### config.mk
export PLATFORM = sky130hd
export DESIGN_NAME = bbx_core
export DESIGN_NICKNAME = d
export VERILOG_FILES = /design/src/hdl/bbx_pkg.sv /design/src/hdl/bbx_decode.sv /design/src/hdl/bbx_file_regs.sv /design/src/hdl/bbx_core.sv
export VERILOG_INCLUDE_DIRS = /design/src /design/src/hdl
export SDC_FILE = /design/constraint.sdc
export NUM_CORES = 2
export LEC_CHECK = 0
export BUFFER_PORTS_ARGS = -buffer_cell sky130_fd_sc_hd__buf_2
export CAP_MARGIN = 15
export CORE_ASPECT_RATIO = 0.75
export CORE_MARGIN = 2
export CORE_UTILIZATION = 45
export DETAILED_ROUTE_END_ITERATION = 16
export HOLD_SLACK_MARGIN = 0.06
export PLACE_DENSITY = 0.61
export SLEW_MARGIN = 20
export SYNTH_ARGS = -nofsm -noshare
export SYNTH_HDL_FRONTEND = slang
export SYNTH_SLANG_ARGS = --single-unit
### constraint.sdc
create_clock -name hclk -period 3.2 [get_ports hclk]
set_input_delay 0.16 -clock hclk [delete_from_list [all_inputs] [get_ports hclk]]
set_output_delay 0.16 -clock hclk [all_outputs]
set_load 0.01 [all_outputs]
### src/hdl/bbx_consts.svh
// constants for the bit and byte instruction execution block
`ifndef BBX_CONSTS_SVH
`define BBX_CONSTS_SVH

// ==========================================================
// instruction word layout
`define BBX_INSTR_W 14
`define BBX_FADDR_W 7
`define BBX_FADDR_LSB 0
`define BBX_DEST_POS 7
`define BBX_BSEL_LSB 7
`define BBX_BSEL_W 3
`define BBX_ACCUM_CLEAR_CODE 14'h0103
`define BBX_WATCHDOG_CLEAR_CODE 14'h0064

// ==========================================================
// timing: oscillator periods per instruction cycle
`define BBX_PHASES_PER_CYCLE 4
`define BBX_LAST_PHASE 2'h3

// ==========================================================
// register offsets (byte addresses)
`define BBX_CTRL_OFS 12'h000
`define BBX_STATUS_OFS 12'h004
`define BBX_ACCUM_OFS 12'h008
`define BBX_WDOG_OFS 12'h00c
`define BBX_FILE_BASE 12'h200

// ==========================================================
// field positions
`define BBX_CTRL_RUN_POS 0
`define BBX_CTRL_WDT_EN_POS 1
`define BBX_CTRL_SLEEP_POS 2
`define BBX_STAT_ZERO_POS 0
`define BBX_STAT_EXPIRY_POS 1
`define BBX_STAT_SLEEP_POS 2
`define BBX_STAT_NOP_POS 3
`define BBX_WDOG_PRESC_LSB 8

// ==========================================================
// reset values
`define BBX_RUN_RST 1'b1
`define BBX_WDT_EN_RST 1'b0
`define BBX_ACCUM_RST 8'h00
`define BBX_FILE_RST 8'h00

`endif

### src/hdl/bbx_pkg.sv
// types shared by the bit and byte instruction execution block
package bbx_pkg;

    // ==========================================================
    // decoded operations
    typedef enum logic [2:0] {
        no_effect_op,
        bit_clear_op,
        bit_set_op,
        bit_test_skip_clear_op,
        accum_clear_op,
        watchdog_clear_op,
        complement_op,
        decrement_op
    } bbx_op_e;

    // ==========================================================
    // decoded instruction
    typedef struct packed {
        bbx_op_e op;
        logic dest_file;
        logic [2:0] bit_sel;
        logic [6:0] faddr;
    } bbx_instr_s;

    // ==========================================================
    // latched bus address phase
    typedef struct packed {
        logic wr;
        logic [11:0] addr;
    } bbx_aphase_s;

endpackage : bbx_pkg

### src/hdl/bbx_decode.sv
// instruction word decoder
`timescale 1ns/1ps
`default_nettype none
`include "bbx_consts.svh"

module bbx_decode (
    // instruction word in
    input wire logic [13:0] instr_word,
    // decoded out
    output bbx_pkg::bbx_instr_s decoded
);

    // ==========================================================
    // decode
    always_comb begin
        decoded.dest_file = instr_word[`BBX_DEST_POS];
        decoded.bit_sel = instr_word[`BBX_BSEL_LSB +: `BBX_BSEL_W];
        decoded.faddr = instr_word[`BBX_FADDR_LSB +: `BBX_FADDR_W];
        // wildcards keep operand bits out of the match; accumulator clear and watchdog clear compare every bit
        casez (instr_word)
            14'b01_00??_????_????: decoded.op = bbx_pkg::bit_clear_op;
            14'b01_01??_????_????: decoded.op = bbx_pkg::bit_set_op;
            14'b01_10??_????_????: decoded.op = bbx_pkg::bit_test_skip_clear_op;
            `BBX_ACCUM_CLEAR_CODE: decoded.op = bbx_pkg::accum_clear_op;
            `BBX_WATCHDOG_CLEAR_CODE: decoded.op = bbx_pkg::watchdog_clear_op;
            14'b00_1001_????_????: decoded.op = bbx_pkg::complement_op;
            14'b00_0011_????_????: decoded.op = bbx_pkg::decrement_op;
            default: decoded.op = bbx_pkg::no_effect_op;
        endcase
    end

endmodule : bbx_decode
`default_nettype wire

### src/hdl/bbx_file_regs.sv
// file register array with two read ports and one write port
`timescale 1ns/1ps
`default_nettype none
`include "bbx_consts.svh"

module bbx_file_regs #(
    parameter int DEPTH = 128,
    parameter int AW = 7
) (
    // clock and reset
    input wire logic hclk,
    input wire logic hresetn,
    // write port
    input wire logic we,
    input wire logic [AW-1:0] waddr,
    input wire logic [7:0] wdata,
    // read ports
    input wire logic [AW-1:0] raddr_a,
    output logic [7:0] rdata_a,
    input wire logic [AW-1:0] raddr_b,
    output logic [7:0] rdata_b
);

    logic [7:0] mem [DEPTH];

    generate
        if (DEPTH < 1 || DEPTH > (1 << AW)) begin : g_bad_depth
            $error("bbx_file_regs: DEPTH does not fit AW");
        end
    endgenerate

    // ==========================================================
    // storage
    always_ff @(posedge hclk or negedge hresetn) begin
        if (!hresetn) begin
            for (int i = 0; i < DEPTH; i++) begin
                mem[i] <= `BBX_FILE_RST;
            end
        end else if (we) begin
            mem[waddr] <= wdata;
        end
    end

    assign rdata_a = mem[raddr_a];
    assign rdata_b = mem[raddr_b];

endmodule : bbx_file_regs
`default_nettype wire

### src/hdl/bbx_core.sv
// bit and byte instruction execution core with its register slave
//
// Contract
// - one instruction cycle each; skips take a second cycle as no-operation
// - four oscillator periods make one instruction cycle
// - destination bit 0 writes accumulator, 1 writes addressed file register
// - don't-care instruction bits accept either value; the decoder matches accumulator clear only as the exact word 14'h0103
// - bit clear zeroes selected file bit in one cycle, no flags
// - bit set raises selected file bit in one cycle, no flags
// - test-skip-if-clear on zero bit discards prefetched word, two cycles
// - accumulator clear loads zero and sets zero flag
// - complement writes inverted file value to destination, updates zero
// - watchdog clear zeroes counter and prescaler, sets both status flags; a timeout or sleep write in the same cycle still lowers its flag
// - decrement writes file value minus one to destination, updates zero
// - each instruction is one 14-bit word, opcode then operands
// - file address operand is seven bits, locations 0x00 to 0x7f
//
// Our own choices: register access over AHB-Lite and the register offsets.
`timescale 1ns/1ps
`default_nettype none
`include "bbx_consts.svh"

module bbx_core #(
    parameter int PRESC_W = 8,
    parameter int FILE_DEPTH = 128
) (
    // clock and reset
    input wire logic hclk,
    input wire logic hresetn,
    // ahb-lite slave
    input wire logic hsel,
    input wire logic [11:0] haddr,
    input wire logic [1:0] htrans,
    input wire logic hwrite,
    input wire logic [2:0] hsize,
    input wire logic [31:0] hwdata,
    input wire logic hready,
    output logic hreadyout,
    output logic hresp,
    output logic [31:0] hrdata,
    // instruction fetch path
    input wire logic [13:0] instr_word,
    input wire logic instr_valid,
    output logic instr_ready,
    output logic instr_discard,
    // instruction cycle rate and watchdog
    output logic cycle_clk_out,
    output logic wdt_expired
);

    localparam int FAW = 7;

    generate
        if (PRESC_W < 1 || PRESC_W > 16) begin : g_bad_presc
            $error("bbx_core: PRESC_W must be 1 to 16");
        end
        if (FILE_DEPTH < 1 || FILE_DEPTH > 128) begin : g_bad_depth
            $error("bbx_core: FILE_DEPTH must be 1 to 128");
        end
    endgenerate

    // ==========================================================
    // state
    logic [1:0] phase;
    logic run;
    logic wdt_en;
    logic nop_pending;
    logic [7:0] accum;
    logic zero;
    logic expiry_flag_n;
    logic sleep_entry_flag_n;
    logic [7:0] watchdog_counter;
    logic [PRESC_W-1:0] wdt_presc;
    bbx_pkg::bbx_aphase_s aphase;
    logic dphase_wr;

    // ==========================================================
    // decoded instruction and file access
    bbx_pkg::bbx_instr_s dec;
    logic [7:0] file_rd;
    logic [7:0] bus_file_rd;
    logic [7:0] result;
    logic bit_val;
    logic cyc_end;
    logic take;
    logic exec;
    logic skip;
    logic core_we;
    logic bus_file_we;
    logic rf_we;
    logic [FAW-1:0] rf_waddr;
    logic [7:0] rf_wdata;
    logic acc_dest;
    logic zero_upd;
    logic wdt_tick;
    logic wdt_wrap;

    bbx_decode u_decode (
        .instr_word(instr_word),
        .decoded(dec)
    );

    bbx_file_regs #(
        .DEPTH(FILE_DEPTH),
        .AW(FAW)
    ) u_file (
        .hclk(hclk),
        .hresetn(hresetn),
        .we(rf_we),
        .waddr(rf_waddr),
        .wdata(rf_wdata),
        .raddr_a(dec.faddr),
        .rdata_a(file_rd),
        .raddr_b(haddr[FAW+1:2]),
        .rdata_b(bus_file_rd)
    );

    // ==========================================================
    // bus helpers
    function automatic logic in_file(input logic [11:0] a);
        in_file = a >= `BBX_FILE_BASE && a < (`BBX_FILE_BASE + 12'(FILE_DEPTH * 4));
    endfunction : in_file

    function automatic logic [31:0] read_word(input logic [11:0] a);
        logic [31:0] w;
        w = 32'h0000_0000;
        if (a == `BBX_CTRL_OFS) begin
            w[`BBX_CTRL_RUN_POS] = run;
            w[`BBX_CTRL_WDT_EN_POS] = wdt_en;
        end else if (a == `BBX_STATUS_OFS) begin
            w[`BBX_STAT_ZERO_POS] = zero;
            w[`BBX_STAT_EXPIRY_POS] = expiry_flag_n;
            w[`BBX_STAT_SLEEP_POS] = sleep_entry_flag_n;
            w[`BBX_STAT_NOP_POS] = nop_pending;
        end else if (a == `BBX_ACCUM_OFS) begin
            w[7:0] = accum;
        end else if (a == `BBX_WDOG_OFS) begin
            w[7:0] = watchdog_counter;
            w[`BBX_WDOG_PRESC_LSB +: PRESC_W] = wdt_presc;
        end
        read_word = w;
    endfunction : read_word

    // ==========================================================
    // instruction cycle sequencing
    // the phase counter free-runs so the cycle rate output never stops
    always_ff @(posedge hclk or negedge hresetn) begin
        if (!hresetn) begin
            phase <= 2'h0;
        end else begin
            phase <= phase + 2'h1;
        end
    end

    assign cyc_end = phase == `BBX_LAST_PHASE;
    assign instr_ready = run && cyc_end;
    assign take = instr_ready && instr_valid;
    assign exec = take && !nop_pending;
    assign instr_discard = take && nop_pending;
    assign bit_val = file_rd[dec.bit_sel];
    assign skip = exec && dec.op == bbx_pkg::bit_test_skip_clear_op && !bit_val;

    always_ff @(posedge hclk or negedge hresetn) begin
        if (!hresetn) begin
            cycle_clk_out <= 1'b0;
        end else begin
            cycle_clk_out <= phase == 2'h1 || phase == 2'h2;
        end
    end

    // second cycle of a taken skip consumes the prefetched word as a no-operation
    always_ff @(posedge hclk or negedge hresetn) begin
        if (!hresetn) begin
            nop_pending <= 1'b0;
        end else if (skip) begin
            nop_pending <= 1'b1;
        end else if (instr_discard) begin
            nop_pending <= 1'b0;
        end
    end

    // ==========================================================
    // execution datapath
    always_comb begin
        result = file_rd;
        core_we = 1'b0;
        acc_dest = 1'b0;
        zero_upd = 1'b0;
        unique case (dec.op)
            bbx_pkg::bit_clear_op: begin
                result[dec.bit_sel] = 1'b0;
                core_we = exec;
            end
            bbx_pkg::bit_set_op: begin
                result[dec.bit_sel] = 1'b1;
                core_we = exec;
            end
            bbx_pkg::complement_op: begin
                result = ~file_rd;
                core_we = exec && dec.dest_file;
                acc_dest = exec && !dec.dest_file;
                zero_upd = exec;
            end
            bbx_pkg::decrement_op: begin
                result = file_rd - 8'h01;
                core_we = exec && dec.dest_file;
                acc_dest = exec && !dec.dest_file;
                zero_upd = exec;
            end
            bbx_pkg::accum_clear_op: begin
                result = 8'h00;
                acc_dest = exec;
                zero_upd = exec;
            end
            bbx_pkg::bit_test_skip_clear_op,
            bbx_pkg::watchdog_clear_op,
            bbx_pkg::no_effect_op: begin
                result = file_rd;
            end
        endcase
    end

    // core owns the write port while running; bus writes only land when halted
    assign bus_file_we = dphase_wr && !run && in_file(aphase.addr);
    assign rf_we = core_we || bus_file_we;
    assign rf_waddr = core_we ? dec.faddr : aphase.addr[FAW+1:2];
    assign rf_wdata = core_we ? result : hwdata[7:0];

    always_ff @(posedge hclk or negedge hresetn) begin
        if (!hresetn) begin
            accum <= `BBX_ACCUM_RST;
        end else if (acc_dest) begin
            accum <= result;
        end else if (dphase_wr && aphase.addr == `BBX_ACCUM_OFS) begin
            accum <= hwdata[7:0];
        end
    end

    always_ff @(posedge hclk or negedge hresetn) begin
        if (!hresetn) begin
            zero <= 1'b0;
        end else if (zero_upd) begin
            zero <= result == 8'h00;
        end
    end

    // ==========================================================
    // watchdog prescaler, advanced once per instruction cycle, and counter, advanced on each prescaler wrap
    assign wdt_tick = wdt_en && cyc_end;
    assign wdt_wrap = wdt_tick && (&wdt_presc) && (&watchdog_counter);

    always_ff @(posedge hclk or negedge hresetn) begin
        if (!hresetn) begin
            wdt_presc <= '0;
            watchdog_counter <= 8'h00;
        end else if (exec && dec.op == bbx_pkg::watchdog_clear_op) begin
            wdt_presc <= '0;
            watchdog_counter <= 8'h00;
        end else if (wdt_tick) begin
            wdt_presc <= wdt_presc + PRESC_W'(1);
            if (&wdt_presc) begin
                watchdog_counter <= watchdog_counter + 8'h01;
            end
        end
    end

    always_ff @(posedge hclk or negedge hresetn) begin
        if (!hresetn) begin
            wdt_expired <= 1'b0;
        end else begin
            wdt_expired <= wdt_wrap;
        end
    end

    // a timeout in the same cycle as a clear still lowers the flag
    always_ff @(posedge hclk or negedge hresetn) begin
        if (!hresetn) begin
            expiry_flag_n <= 1'b1;
        end else if (wdt_wrap) begin
            expiry_flag_n <= 1'b0;
        end else if (exec && dec.op == bbx_pkg::watchdog_clear_op) begin
            expiry_flag_n <= 1'b1;
        end
    end

    always_ff @(posedge hclk or negedge hresetn) begin
        if (!hresetn) begin
            sleep_entry_flag_n <= 1'b1;
        end else if (dphase_wr && aphase.addr == `BBX_CTRL_OFS
                     && hwdata[`BBX_CTRL_SLEEP_POS]) begin
            sleep_entry_flag_n <= 1'b0;
        end else if (exec && dec.op == bbx_pkg::watchdog_clear_op) begin
            sleep_entry_flag_n <= 1'b1;
        end
    end

    // ==========================================================
    // ahb-lite slave: zero wait states, always okay
    assign hreadyout = 1'b1;
    assign hresp = 1'b0;

    always_ff @(posedge hclk or negedge hresetn) begin
        if (!hresetn) begin
            aphase <= '0;
            dphase_wr <= 1'b0;
        end else if (hready) begin
            dphase_wr <= hsel && htrans[1] && hwrite;
            if (hsel && htrans[1]) begin
                aphase.wr <= hwrite;
                aphase.addr <= {haddr[11:2], 2'b00};
            end
        end
    end

    // read data is prepared in the address phase so it stands from a flop
    always_ff @(posedge hclk or negedge hresetn) begin
        if (!hresetn) begin
            hrdata <= 32'h0000_0000;
        end else if (hready && hsel && htrans[1] && !hwrite) begin
            if (in_file({haddr[11:2], 2'b00})) begin
                hrdata <= {24'h00_0000, bus_file_rd};
            end else begin
                hrdata <= read_word({haddr[11:2], 2'b00});
            end
        end
    end

    always_ff @(posedge hclk or negedge hresetn) begin
        if (!hresetn) begin
            run <= `BBX_RUN_RST;
            wdt_en <= `BBX_WDT_EN_RST;
        end else if (dphase_wr && aphase.addr == `BBX_CTRL_OFS) begin
            run <= hwdata[`BBX_CTRL_RUN_POS];
            wdt_en <= hwdata[`BBX_CTRL_WDT_EN_POS];
        end
    end

endmodule : bbx_core
`default_nettype wire

==> impl_summary.txt <==
----------------------------------------------------
[CTS]
  Clock root buffer master ... sky130_fd_sc_hd__clkbuf_16
  Number of buffers inserted during clock tree synthesis ... 110
  Clk pin slew, worst setup/hold paths ... 0.07 ns
  Skew-Pair Late Insertion Delay ... 0.75 ns
  Depth of the CTS H-tree ... 3
  CTS max path bufs ... 3
  Clock tree from TritonCTS ... done
  Clock sink count ... 1084

[Detailed routing]
  DR iter-0 viols ... 6430
  Detailed Route WL ... 221300 um
  Routed wire per std cell ... 27.31 um
  Number of design rule violations left after detail routing ... 0
  Total iterations of the first detailed-routing run ... 8
  Via density per instance ... 6.135
  ANT nets after route ... 0
  Total number of vias ... 49705

[Setup path]
  Endpoint type of the worst setup path ... register
  Kind of launch point of the worst setup path ... register
  Required arrival time at the worst endpoint ... 3.81 ns
  Crit path arrival time ... 4.38 ns
  Critical path start-end classification ... reg -> reg
  Largest fanout on the critical path ... 16

[Logic synthesis]
  Commonest register cell after synthesis ... sky130_fd_sc_hd__dfrtp_1
  Post-Synthesis Cells ... 5116
  Mapped Avg Cell Area ... 11.17 um2
  Count of warnings emitted by yosys ... 0
  #FFs+latches synth ... 1084
  Number of flops mapped to enable cells by yosys ... 0
  Library cells used by synthesis ... 77
  Share of synthesized flip-flops with an asynchronous set or reset ... 100.0%
  Share of the yosys chip area belonging to registers ... 47.49%
  Syn Std Cell Area ... 0.05713 mm2

[STA]
  Final hold vios ... 0
  Max-slew violations ... 0
  Highest clock rate ... 264.8 MHz
  Setup slack after layout ... -0.5759 ns
  Min Tclk post-route ... 3.776 ns
  Tightest slew margin relative to the limit ... 44.26%
  Actual slew at the worst max-slew pin ... 0.8360 ns
  RSZ-0062 raised after global routing ... true
  Fraction of the cycle the final worst path needs ... 118.0%
  Clock skew ... 0.03960 ns
  Final setup viols ... 961

[GRT]
  Vias in the first global route ... 48032
  First-pass GRT wire length ... 320300 um
  Number of antenna violations at the first check in global routing ... 8
  Total overflow reported by the global router ... 0
  Pin count of the biggest net entering global routing ... 130
  All-Layer GR Usage ... 33.24%

[Placed design]
  Placer's final routability congestion estimate ... 0.9755
  IO Port Bufs ... 58
  Final HPWL DP ... 153700 um

[Power]
  Total Power ... 32.87 mW
  Pleak ... 34.18 nW
  Worst IR drop on VDD ... 0.0004260 V
  Power density of the placed cells ... 435.2 mW/mm2

[Floorplanning]
  Row count ... 113
  DIE WIDTH ... 415.4 um
  Full die area ... 0.1298 mm2
  Core outline area ... 0.1263 mm2
  Starting Density ... 45.25%
  Number of primary I/O pins ... 107
  Vertical extent of the die ... 312.6 um

[Run]
  Number of maximum-capacitance violations ... 0

[Cells and area]
  Ratio of cells with drive above 1 in the final layout ... 37.34%
  Most used cells in the layout excluding fill and tap cells ... sky130_fd_sc_hd__buf_4, sky130_fd_sc_hd__dfrtp_1, sky130_fd_sc_hd__nand2_1
  Area delta synth->final ... 32.22%
  Most common library cell in the layout ignoring fill and taps ... sky130_fd_sc_hd__buf_4
  Final design utilization ... 59.82%
  Final net count ... 6414

[Run status]
  Run status ... complete, but fails checks
  Violations in the final reports ... negative setup slack

[Worst hold path]
  Classification of the worst-slack hold path ... in -> reg

----------------------------------------------------
cell type report:
cell class,instances,area (um2)
antenna,2,5.005
inverter,23,86.33
sequential,1084,27130
multi-input combinational,3634,28740
clock buffer,165,3294
timing repair buffer,1488,13620
clock inverter,39,565.5
tap,1667,2086
fill,10160,50730
registers in the layout (all words and copies together), names as in the netlist:
register and count:
accum 8, aphase 10, cycle_clk_out 1, dphase_wr 1, expiry_flag_n 1, hrdata 16
nop_pending 1, phase 1, run 1, sleep_entry_flag_n 1, u_file.mem 1024, watchdog_counter 8
wdt_en 1, wdt_expired 1, wdt_presc 8, zero 1
logic make-up (layout without fill, tap and decap cells):
group | Yosys count | in the layout | synth area share (%)
and+or+nand+nor | 1612 | 1612 | 11.50
xor gates and xnor gates | 14 | 14 | 0.2146
adders and majority gates | 4 | 4 | 0.08761
AOI/OAI and AO/OA | 1256 | 1256 | 11.92
buffers and inverters | 414 | 1715 | 3.515
other | 2 | 20 | 0.01315
muxes | 730 | 730 | 25.26
DFF | 1084 | 1084 | 47.49
worst paths after layout:
| path | startpoint | end | slack (ns) | cells after the start |
|---|---|---|---|---|
| worst max-delay path | u_file.mem[508] | u_file.mem[685] | -0.58 | 11 |
| worst min-delay path | instr_word[9] | nop_pending | 0.11 | 5 |
| worst max register to register | u_file.mem[508] | u_file.mem[685] | -0.58 | 11 |
| worst min register to register | phase[0] | phase[0] | 0.44 | 1 |
| max in group asynchronous | hresetn | u_file.mem[272] | 2.20 | 3 |
| min in group asynchronous | hresetn | u_file.mem[825] | 0.26 | 3 |
power by group:
group	internal, mW	switching, mW	leakage, nW
Combinational	1.93	2.48	17.4
Sequential	14.1	0.337	14.9
Clock	8.15	5.92	1.89
cells in the mapped netlist (all sizes together) (4+ instances only):
cell type	instances	area share [%]
a2111oi	8	0.20
a211oi	14	0.18
a21oi	409	3.6
a22o	21	0.32
a22oi	36	0.47
a311oi	5	0.077
a31oi	10	0.11
a32oi	4	0.061
and2	19	0.21
and3	15	0.16
buf	165	1.9
clkbuf	226	1.5
dfrtp	1081	47
ha	4	0.088
inv	23	0.15
mux2	21	0.41
mux2i	143	2.5
mux4	566	22
nand2	863	5.7
nand2b	13	0.14
nand3	37	0.33
nand3b	4	0.053
nand4	10	0.11
nor2	539	3.5
nor2b	22	0.24
nor3	26	0.23
nor3b	7	0.092
nor4	11	0.12
nor4b	4	0.061
o211ai	7	0.092
o21a	10	0.13
o21ai	683	6.0
o22a	7	0.11
o22ai	14	0.15
o31ai	4	0.053
or2	19	0.21
or3	8	0.088
xnor2	6	0.092
xor2	8	0.12
stage by stage:
stage	cells	setup WS (ns)	hold slack, ns	instance area, um2	setup TNS (ns)
after floorplan	5132	-0.008628	-0.1356	57540	-0.1042
after global placement	7823	-0.9425	0.1779	69850	-795.40
after detailed placement	7823	-0.9954	0.1787	69850	-795.06
after CTS	8063	-0.4226	0.07229	74280	-264.49
after global routing	8100	-0.6321	0.1031	75530	-454.02
final	8102	-0.5759	0.1147	75530	-346.61
per-layer routing:
layer	share of wire (%)	vias up	track usage (%)
li1	-	21255	-
met1	41	25102	48.73
met2	42	2802	46.55
met3	13	536	10.76
met4	4.4	10	11.34
met5	0.030	-	0
worst max-delay path: stages (launching register included):
cell and delay [ns]:
sky130_fd_sc_hd__dfrtp_1 0.41, sky130_fd_sc_hd__mux4_2 0.48, sky130_fd_sc_hd__mux4_2 0.56, sky130_fd_sc_hd__o211ai_1 0.49, sky130_fd_sc_hd__a22oi_2 0.21, sky130_fd_sc_hd__nor2_2 0.18, sky130_fd_sc_hd__a311oi_2 0.12, sky130_fd_sc_hd__nor3_2 0.25
sky130_fd_sc_hd__o21a_4 0.31, sky130_fd_sc_hd__buf_12 0.25, sky130_fd_sc_hd__buf_4 0.24, sky130_fd_sc_hd__o21ai_0 0.12
what timing repair did:
item                       in CTS  in global routing
hold buffers                   25                  0
hold endpoints to repair      875                  0
setup endpoints to repair     992                995
buffers inserted                6                 17
resized for setup              46                284
pin swaps                       4                 75
gates cloned                    5                 24
(Power assumes the default switching activity.)
